**config.mk**
```make
export PLATFORM = sky130hd
export DESIGN_NAME = hms_sequencer
export DESIGN_NICKNAME = d
export VERILOG_FILES = /design/src/hms_pkg.sv /design/src/hms_sequencer.sv
export SDC_FILE = /design/constraint.sdc
export NUM_CORES = 1
export LEC_CHECK = 0
export ABC_CLOCK_PERIOD_IN_PS = 2800
export BUFFER_PORTS_ARGS = -buffer_cell sky130_fd_sc_hd__buf_2
export CAP_MARGIN = 20
export CORE_ASPECT_RATIO = 0.5
export CORE_MARGIN = 1
export CORE_UTILIZATION = 45
export CTS_CLUSTER_SIZE = 8
export DETAILED_ROUTE_END_ITERATION = 7
export MAX_ROUTING_LAYER = met4
export PLACE_DENSITY = 0.86
export SLEW_MARGIN = 15
export SYNTH_ARGS = -nofsm -noshare
export SYNTH_HDL_FRONTEND = slang
export SYNTH_SLANG_ARGS = --single-unit
```
**constraint.sdc**
```tcl
create_clock -name clk -period 2.8 [get_ports clk]
set_clock_uncertainty 0.1 [all_clocks]
set_input_delay 0.28 -clock clk [delete_from_list [all_inputs] [get_ports clk]]
set_output_delay 0.28 -clock clk [all_outputs]
set_load 0.02 [all_outputs]
```
**src/hms_pkg.sv**
```systemverilog
// package of the switch-based homing sequencer: codes, profiles, carriers
// assumes one 200 MHz clock and a motion profile that ramps on its own
`default_nettype none
package hms_pkg;
   // control word values that arm and start homing
   localparam logic [7:0] HMS_CW_ENABLED = 8'h0f;
   localparam logic [7:0] HMS_CW_START = 8'h1f;
   localparam int unsigned HMS_CW_HOMING_BIT = 4;
   // method codes
   localparam logic [3:0] HMS_M_IDX_NEG = 4'h0;
   localparam logic [3:0] HMS_M_NLIM = 4'h1;
   localparam logic [3:0] HMS_M_PLIM = 4'h2;
   localparam logic [3:0] HMS_M_HS_A = 4'h3;
   localparam logic [3:0] HMS_M_HS_B = 4'h4;
   localparam logic [3:0] HMS_M_HS_C = 4'h5;
   localparam logic [3:0] HMS_M_HS_D = 4'h6;
   localparam logic [3:0] HMS_M_HS_LIM = 4'h7;
   localparam logic [3:0] HMS_M_RISE = 4'h8;
   localparam logic [3:0] HMS_M_LAST = 4'h9;
   // input slots: home switch, negative and positive overtravel, index
   localparam int unsigned HMS_NIN = 4;
   localparam int unsigned HMS_SYNC = 3;
   localparam logic [1:0] HMS_IN_HOME = 2'h0;
   localparam logic [1:0] HMS_IN_NLIM = 2'h1;
   localparam logic [1:0] HMS_IN_PLIM = 2'h2;
   localparam logic [1:0] HMS_IN_IDX = 2'h3;
   localparam int unsigned HMS_SPD_W = 32;
   typedef enum logic [2:0] {HMS_IDLE, HMS_SEARCH, HMS_SLOW1, HMS_SLOW2} hms_phase_t;
   // configuration supplied by the controller
   typedef struct packed {
      logic [3:0] method;
      logic [HMS_SPD_W-1:0] high_speed;
      logic [HMS_SPD_W-1:0] low_speed;
      logic [HMS_SPD_W-1:0] decel;
   } hms_cfg_t;
   // command toward the motion profile
   typedef struct packed {
      logic run;
      logic dir_pos;
      logic [HMS_SPD_W-1:0] speed;
      logic [HMS_SPD_W-1:0] decel;
   } hms_cmd_t;
   // one method as a path through the phases
   typedef struct packed {
      logic ok;
      logic [1:0] sel;
      logic ifast;
      logic idir;
      logic afast;
      logic adir;
      logic s1dir;
      logic s1end;
      logic s2dir;
      logic s2idx;
   } hms_prof_t;
   // all state of the sequencer
   typedef struct packed {
      hms_phase_t ph;
      logic [HMS_NIN-1:0][HMS_SYNC-1:0] sync;
      logic [HMS_NIN-1:0] lvl;
      logic [7:0] cw_prev;
      hms_prof_t prof;
      logic rev;
      logic wfall;
      logic fast;
      logic dir;
      logic busy;
      logic done;
      logic err;
      hms_cmd_t cmd;
   } hms_st_t;
   localparam hms_st_t HMS_ST_RST = '0;
endpackage
`default_nettype wire

```
**src/hms_sequencer.sv**
```systemverilog
// homing sequencer: drives direction and speed, stops on switch edges or on the index pulse
// assumes switch and index pins are asynchronous, control word is on clk
`default_nettype none
// Function
// - limit ahead during search reverses, stays fast
// - index method: fast, slow at rise, index stop
// - after limit reversal, rise turns negative slow
// - switch active at start: negative slow, index
// - negative limit home: fast, reverse, stop fall
// - negative limit active: positive slow, stop fall
// - positive limit home: fast, reverse, stop fall
// - positive limit active: negative slow, stop fall
// - switch method: positive fast, negative slow, fall
// - switch inactive: positive slow, stop at rise
// - switch active: negative fast, reverse, rise stop
// - mirrored: negative fast, positive slow, fall stop
// - switch inactive: negative slow, stop at rise
// - switch active: positive fast, reverse, rise stop
// - limit-aware switch method: as positive switch method
// - after limit reversal keep negative, stop fall
// - rise negative slow, fall positive, rise stop
// - active start: negative slow, reverse, rise stop
// - rise keeps positive slow, fall negative, rise
// - reversed: rise back to positive slow, then same
// - active start: positive slow, reverse, rise stop
module hms_sequencer
   import hms_pkg::*;
(
   // clock and reset
   input wire logic clk,
   input wire logic rst,
   // controller side
   input wire logic [7:0] control_word,
   input var hms_cfg_t cfg,
   // switch and encoder pins
   input wire logic home_switch_input,
   input wire logic negative_overtravel_input,
   input wire logic positive_overtravel_input,
   input wire logic index_pulse_input,
   // toward motion profile and status
   output var hms_cmd_t cmd,
   output logic busy,
   output logic done,
   output logic err
);
   hms_st_t q; // registered state
   hms_st_t d; // next state
   logic [HMS_NIN-1:0] pins; // raw pins in slot order
   logic [HMS_NIN-1:0] nlvl; // filtered level after this edge
   logic [HMS_NIN-1:0] rise; // filtered level going active
   logic [HMS_NIN-1:0] fall; // filtered level going inactive
   logic start; // control word step that starts homing
   logic s_rise; // rise of the watched signal
   logic s_fall; // fall of the watched signal
   logic lim_hit; // limit ahead of travel reached
   logic hold; // homing bit still set
   hms_prof_t np; // profile of the requested method

   // method table, one entry per method code; the low byte holds, from
   // the top: ifast idir afast adir s1dir s1end s2dir s2idx
   // ifast idir: first motion when the watched signal starts inactive
   // afast adir: fast first motion when it starts active (else creep)
   // s1dir: creep direction while the watched signal is active
   // s1end: the first fall opens a second creep leg instead of stopping
   // s2dir s2idx: direction of that leg; stop on index rather than rise
   // a code outside the table returns ok low, and the start logic
   // refuses it, so a typo in the method never moves the carriage
   function automatic hms_prof_t hms_profile(input logic [3:0] m);
      hms_prof_t p;
      p = '0;
      unique case (m)
         HMS_M_IDX_NEG: p = {1'b1, HMS_IN_HOME, 8'h85};
         HMS_M_NLIM: p = {1'b1, HMS_IN_NLIM, 8'h88};
         HMS_M_PLIM: p = {1'b1, HMS_IN_PLIM, 8'hc0};
         HMS_M_HS_A: p = {1'b1, HMS_IN_HOME, 8'hc0};
         HMS_M_HS_B: p = {1'b1, HMS_IN_HOME, 8'h22};
         HMS_M_HS_C: p = {1'b1, HMS_IN_HOME, 8'h88};
         HMS_M_HS_D: p = {1'b1, HMS_IN_HOME, 8'h30};
         HMS_M_HS_LIM: p = {1'b1, HMS_IN_HOME, 8'hc0};
         HMS_M_RISE: p = {1'b1, HMS_IN_HOME, 8'hc6};
         HMS_M_LAST: p = {1'b1, HMS_IN_HOME, 8'hcc};
         default: p = '0; // unknown code: refused at start
      endcase
      return p;
   endfunction

   assign pins = {index_pulse_input, positive_overtravel_input,
                  negative_overtravel_input, home_switch_input};

   // per input: a change counts only when stages two and three agree,
   // so a one-cycle glitch never reaches the phase logic
   for (genvar i = 0; i < HMS_NIN; i++) begin : g_in
      assign nlvl[i] = (q.sync[i][2] == q.sync[i][1]) ? q.sync[i][2] : q.lvl[i];
      assign rise[i] = nlvl[i] & ~q.lvl[i];
      assign fall[i] = ~nlvl[i] & q.lvl[i];
   end

   // start only on the exact step enabled -> start; the controller is
   // expected to make that step, any other path leaves us idle
   assign start = (q.cw_prev == HMS_CW_ENABLED) && (control_word == HMS_CW_START);
   assign hold = control_word[HMS_CW_HOMING_BIT];
   assign np = hms_profile(cfg.method);
   assign s_rise = rise[q.prof.sel];
   assign s_fall = fall[q.prof.sel];
   // limit reversal only for switch methods: in limit methods the
   // limit itself is the home signal
   assign lim_hit = (q.prof.sel == HMS_IN_HOME) &&
                    (q.dir ? rise[HMS_IN_PLIM] : rise[HMS_IN_NLIM]);

   // next state
   always_comb begin
      d = q;
      // synchroniser chain: stage one is read only by stage two
      for (int i = 0; i < HMS_NIN; i++) begin
         d.sync[i] = {q.sync[i][1:0], pins[i]};
      end
      d.lvl = nlvl;
      d.cw_prev = control_word;
      unique case (q.ph)
         HMS_IDLE: begin
            if (start) begin
               d.prof = np;
               d.rev = 1'b0;
               d.done = 1'b0;
               d.err = !np.ok;
               d.busy = np.ok;
               if (!np.ok) begin
                  // unknown method: refuse and stay idle
                  d.ph = HMS_IDLE;
               end else if (nlvl[np.sel]) begin
                  // watched signal active at start
                  if (np.afast) begin
                     d.ph = HMS_SEARCH;
                     d.dir = np.adir;
                     d.fast = 1'b1;
                     d.wfall = 1'b1;
                  end else begin
                     d.ph = HMS_SLOW1;
                     d.dir = np.s1dir;
                     d.fast = 1'b0;
                  end
               end else if (np.ifast) begin
                  d.ph = HMS_SEARCH;
                  d.dir = np.idir;
                  d.fast = 1'b1;
                  d.wfall = 1'b0;
               end else begin
                  d.ph = HMS_SLOW2;
                  d.dir = np.s2dir;
                  d.fast = 1'b0;
               end
            end
         end
         HMS_SEARCH: begin
            if (!q.wfall && s_rise) begin
               // slow direction is fixed by the method, whether or not
               // a limit turned us round
               d.ph = HMS_SLOW1;
               d.dir = q.prof.s1dir;
               d.fast = 1'b0;
            end else if (q.wfall && s_fall) begin
               d.ph = HMS_SLOW2;
               d.dir = q.prof.s2dir;
               d.fast = 1'b0;
            end else if (lim_hit) begin
               d.dir = !q.dir;
               d.rev = 1'b1;
            end
         end
         HMS_SLOW1: begin
            if (s_fall) begin
               if (q.prof.s1end) begin
                  d.ph = HMS_SLOW2;
                  d.dir = q.prof.s2dir;
               end else begin
                  d.ph = HMS_IDLE;
                  d.busy = 1'b0;
                  d.done = 1'b1;
               end
            end
         end
         HMS_SLOW2: begin
            // stop on index or on the returning rise
            if (q.prof.s2idx ? rise[HMS_IN_IDX] : s_rise) begin
               d.ph = HMS_IDLE;
               d.busy = 1'b0;
               d.done = 1'b1;
            end
         end
      endcase
      // controller dropped the homing bit: abort without done; a stop
      // found in the same cycle has already cleared d.busy, so the done
      // flag it sets survives instead of being lost to the abort
      if (d.busy && !hold) begin
         d.ph = HMS_IDLE;
         d.busy = 1'b0;
         d.done = 1'b0;
      end
      if (!d.busy) begin
         d.fast = 1'b0;
      end
      // command computed from next state so outputs match the phase
      d.cmd.run = d.busy;
      d.cmd.dir_pos = d.dir;
      d.cmd.speed = !d.busy ? '0 : (d.fast ? cfg.high_speed : cfg.low_speed);
      d.cmd.decel = cfg.decel;
   end

   // state register; reset loads constants only
   always_ff @(posedge clk or posedge rst) begin
      if (rst) begin
         q <= HMS_ST_RST;
      end else begin
         q <= d;
      end
   end

   // outputs straight from flip-flops
   assign cmd = q.cmd;
   assign busy = q.busy;
   assign done = q.done;
   assign err = q.err;
endmodule
`default_nettype wire

```
# After elaboration in Yosys (flattened, before gate mapping)
# Memory sizes are Yosys's and may differ from the RTL's.
# Index checks and enable logic that the tools add are counted.
# classes
n_lt_le_gt_ge	2
eq_ne	20
muxes	46
bitwise_logic	16
reduce_logical	19
# op_table
operator	n
$mux W32	2
$mux W3	10
$mux W2	10
$mux W1	16
$ne A3 B3 Y1 const B	4
$pmux W3 S4	1
$ne A2 B2 Y1 const B	5
$reduce_and A5 Y1	2
$and A1 B1 Y1	8
$eq A8 B4 Y1 const B	1
$eq A8 B5 Y1 const B	1
$ne A4 B4 Y1 const B	2
$not A1 Y1	8
$bmux W1 S2	3
$eq A3 B2 Y1 const B	2
$lt A2 B3 Y1 const B	2
$pmux W2 S3	1
$reduce_and A6 Y1	1
$logic_and A1 B1 Y1	5
$mux W5	1
$eq A1 B1 Y1	4
$logic_not A1 Y1	4
$reduce_and A4 Y1	1
$reduce_bool A4 Y1	1
other kinds (8)	8
# totals
ff_bits	103
rom_bits	176
in_bits	114
out_inout_bits	69
memories	1
# memory_table
memory	words	width	rd	rd_ports_with_merged_regs	write_ports	line	source
(name not given)	16	11	1	0	0	hms_sequencer.sv:71	unique case (m)

# Logic depth before layout (Yosys ltp)
# logic_depth
depth_word	13
depth_mapped	10

# Worst setup path before layout
# Ideal clock, no wire load.
# synth_timing
kind	register to register
from	reg q[89] (netlist bit)
to	reg q, in the netlist cmd[43]
t_arrival_ns	2.249
required_ns	2.569
path_slack_ns	0.320
path_stages_with_launch	9
period_less_slack_ns	2.480
cell_sequence	dfrtp_1 > or4b_4 > nor4_4 > nand2_2 > or4_1 > buf_2 > buf_6 > o2111ai_2 > a21oi_2
# synth_lines
item	line	source
start: declaration	hms_sequencer.sv:46	hms_st_t q;
start signal: assignment	hms_sequencer.sv:212	q <= HMS_ST_RST;
start signal: assignment	hms_sequencer.sv:214	q <= d;

==> results_dict.tcl <==
set metrics [dict create \
    status "finished clean" \
    viasPerCell 5.51 \
    rsz0062_at_grt "false" \
    dp_hpwl_um 8630 \
    fp.dieW_um 156 \
    wl_um 13600 \
    tritoncts "built" \
    post-route-util_pct 61.0 \
    synth_edf_count 0 \
    synthDistinctLibCells 66 \
    synthCells 463 \
    finalSetupViolations 0 \
    grt_overflow 0 \
    synth_seq_cells 102 \
    grt_pass1_vias 4187 \
    clk_pin_slew_ns 0.07 \
    die_h_um 79 \
    ir_drop_v 0.000295 \
    path_max_fanout 33 \
    grt_usage_pct 23.0 \
    yosysWarningCount 0 \
    areaGrowthSynthToFinish_pct 28.7 \
    drive_gt1_share_pct 47.9 \
    htreeDepth 3 \
    gr-usage-met1_pct 28.6 \
    core_area_um2 11200 \
    max_cap_violations 0 \
    synth_ff_type "dfrtp_1" \
    min_period_over_period_pct 95.6 \
    reg2reg_depth 7 \
    clk_path_buf_depth 2 \
    placementRows 27 \
    antenna_found_initial 0 \
    startpoint_type "input port" \
    drt_iter0_markers 267 \
    cp-end-kind "flop" \
    critPathRequiredTime_ns 2.92 \
    clock_sinks 102 \
    critPathKind "in2reg" \
    worst_hold_slack_ns 0.0710 \
    layout.nets 739 \
    floorplan.initialDensity_pct 47.4 \
    hp-class "in2reg" \
    clockRootBuffer "clkbuf_16" \
    grt_max_degree 77 \
    gp_congestion 0.946 \
    route.detailed.wl_per_inst_um 17.3 \
    clk-insertion-delay-late_ns 0.34 \
    synth_top_area_share_pct 47.8 \
    finalHoldViolCount 0 \
    ys_async_sr_fraction_pct 100 \
    fmax_ghz 0.374 \
    met2_usage_pct 39.2 \
    post-route-min-period_ns 2.68 \
    power.density_nw_per_um2 566 \
    hold_depth 3 \
    arrival_ns 2.80 \
    synth.top_cells.by_area "dfrtp_1, buf_4, o2111ai_2" \
    synth_nets 581 \
    syn_area_um2 5340 \
    postRouteAntennaNets 0 \
    grt.busiest_layer "met2" \
    power.leakage_nw 3.18 \
    vias 4324 \
    yosysSeqAreaShare_pct 47.8 \
    use_met3_pct 4.15 \
    port_buffers 182 \
    slew_headroom_pct 61.1 \
    grt_pass1_wl_um 21300 \
    boundaryPins 183 \
    yosys.area.top_type "dfrtp_1" \
    dr.pass1.iters 5 \
    drc 0 \
    worstMarginPinSlew_ns 0.582 \
    dieArea_um2 12300 \
    n_antenna_cell 0 \
    setup_tns_ns 0 \
    slew_violations 0 \
    cts_inserted_buffers 9 \
    syn_avg_cell_area_um2 11.5 \
]
## synthesized netlist by cell type, types with 2 or more instances
master     number
a211o_1         2
a211oi_1        3
a21boi_1        2
a21oi_1        12
a21oi_2        28
a22oi_1         2
a311o_1         2
and3_1          3
and3b_1         2
and4b_1         3
buf_2          10
buf_4          70
buf_6           4
clkbuf_1       19
dfrtp_1       102
ha_1            4
inv_1          10
maj3_1          4
mux2_2          3
mux2i_1         2
nand2_1        19
nand3_1         3
nand3b_1        5
nand4b_1        3
nor2_1         13
nor2b_1         3
nor3_1          5
nor3b_1         5
nor4_1          2
o2111ai_1       4
o2111ai_2      28
o211ai_1        2
o21a_1          4
o21ai_0        11
o21ai_1         2
o22ai_1         4
o41ai_1        34
## where the power goes
group          switching [mW]  internal (mW)  leakage [nW]
Combinational           0.594          0.390          1.74
Clock                   0.575          0.732         0.152
Sequential             0.0508           1.55          1.29
## layout make-up
cell class                 count  area (um^2)
timing repair buffer         251         1630
inverter                      12         48.8
multi-input combinational    245         2120
clock buffer                  10          239
fill                         905         4380
tap                          159          199
sequential                   102         2550
clock inverter                 6         75.1
## path summary, 6_finish.rpt
path / from / endpoint / slack [ns]
worst min-delay path: cfg[86] / cmd[54]$_DFF_PP0_ / 0.07
worst max-delay path: control_word[6] / cmd[47]$_DFF_PP0_ / 0.12
min in group asynchronous: rst / cmd[9]$_DFF_PP0_ / 0.44
max in group asynchronous: rst / cmd[32]$_DFF_PP0_ / 1.39
worst min register to register: d[97]$_DFF_PP0_ / d[98]$_DFF_PP0_ / 0.25
worst max register to register: q[89]$_DFF_PP0_ / cmd[47]$_DFF_PP0_ / 0.21
## sequential cells by signal, summed over array words and instances, names as in the netlist
name  cells
q        26
done      1
d         8
err       1
cmd      66
## metal layers
metal	wire length [um]	share of wire [%]	vias to the layer above
met5	0	0	-
met4	175	1.3	0
met3	779	5.7	14
met2	6850	50	191
met1	5780	43	2123
li1	-	-	1996
## cell families (layout without fill, tap and decap cells)
kind of cell               count (synthesis)  in the layout  share of synthesized area, %
and+or+nand+nor                           77             77                          8.79
DFF                                      102            102                          47.8
muxes                                      6              6                          1.43
xor gates and xnor gates                   1              1                         0.164
AOI/OAI and AO/OA                        153            153                          26.2
buffers and inverters                    116            279                          13.9
adders and majority gates                  8              8                          1.69
## timing repair
action,in CTS,in global routing
hold endpoints to repair,70,0
hold buffers,45,0
endpoints found under the setup margin,0,11
buffers inserted,0,2
resized for setup,0,7
## critical path: stages
cell	delay [ns]
dlygate4sd3_1	0.53
buf_2	0.13
nand4b_1	0.23
nor4_4	0.42
a21oi_1	0.20
o21a_1	0.25
buf_12	0.18
o41ai_1	0.46
a21oi_2	0.11
## metrics by stage
stage	setup slack, ns	cells	area [um^2]	power [mW]
detailed placement	0.167	721	6020	2.54
global placement	0.218	721	6020	2.51
global route	0.00518	785	6870	4.05
finish	0.123	785	6870	3.89
floorplan	0.320	463	5340	2.25
CTS	0.0686	782	6790	3.90
## layout by cell type, fill, tap and decap left out, types with 4 or more instances in the layout
cell type | netlist | layout
inv_1 | 10 | 9
o2111ai_1 | 4 | 4
dlygate4sd3_1 | 0 | 45
nand3b_1 | 5 | 5
o41ai_2 | 0 | 4
clkbuf_16 | 0 | 10
o41ai_1 | 34 | 30
nor3b_1 | 5 | 5
ha_1 | 4 | 4
o2111ai_2 | 28 | 28
buf_2 | 10 | 182
nand2_1 | 19 | 19
a21oi_1 | 12 | 11
o21ai_0 | 11 | 11
o21a_1 | 4 | 4
buf_12 | 0 | 6
nor3_1 | 5 | 4
nor2_1 | 13 | 12
a21oi_2 | 28 | 28
dfrtp_1 | 102 | 102
maj3_1 | 4 | 4
o22ai_1 | 4 | 4
buf_4 | 70 | 17
No activity file was read; power rests on OpenSTA's default activity.
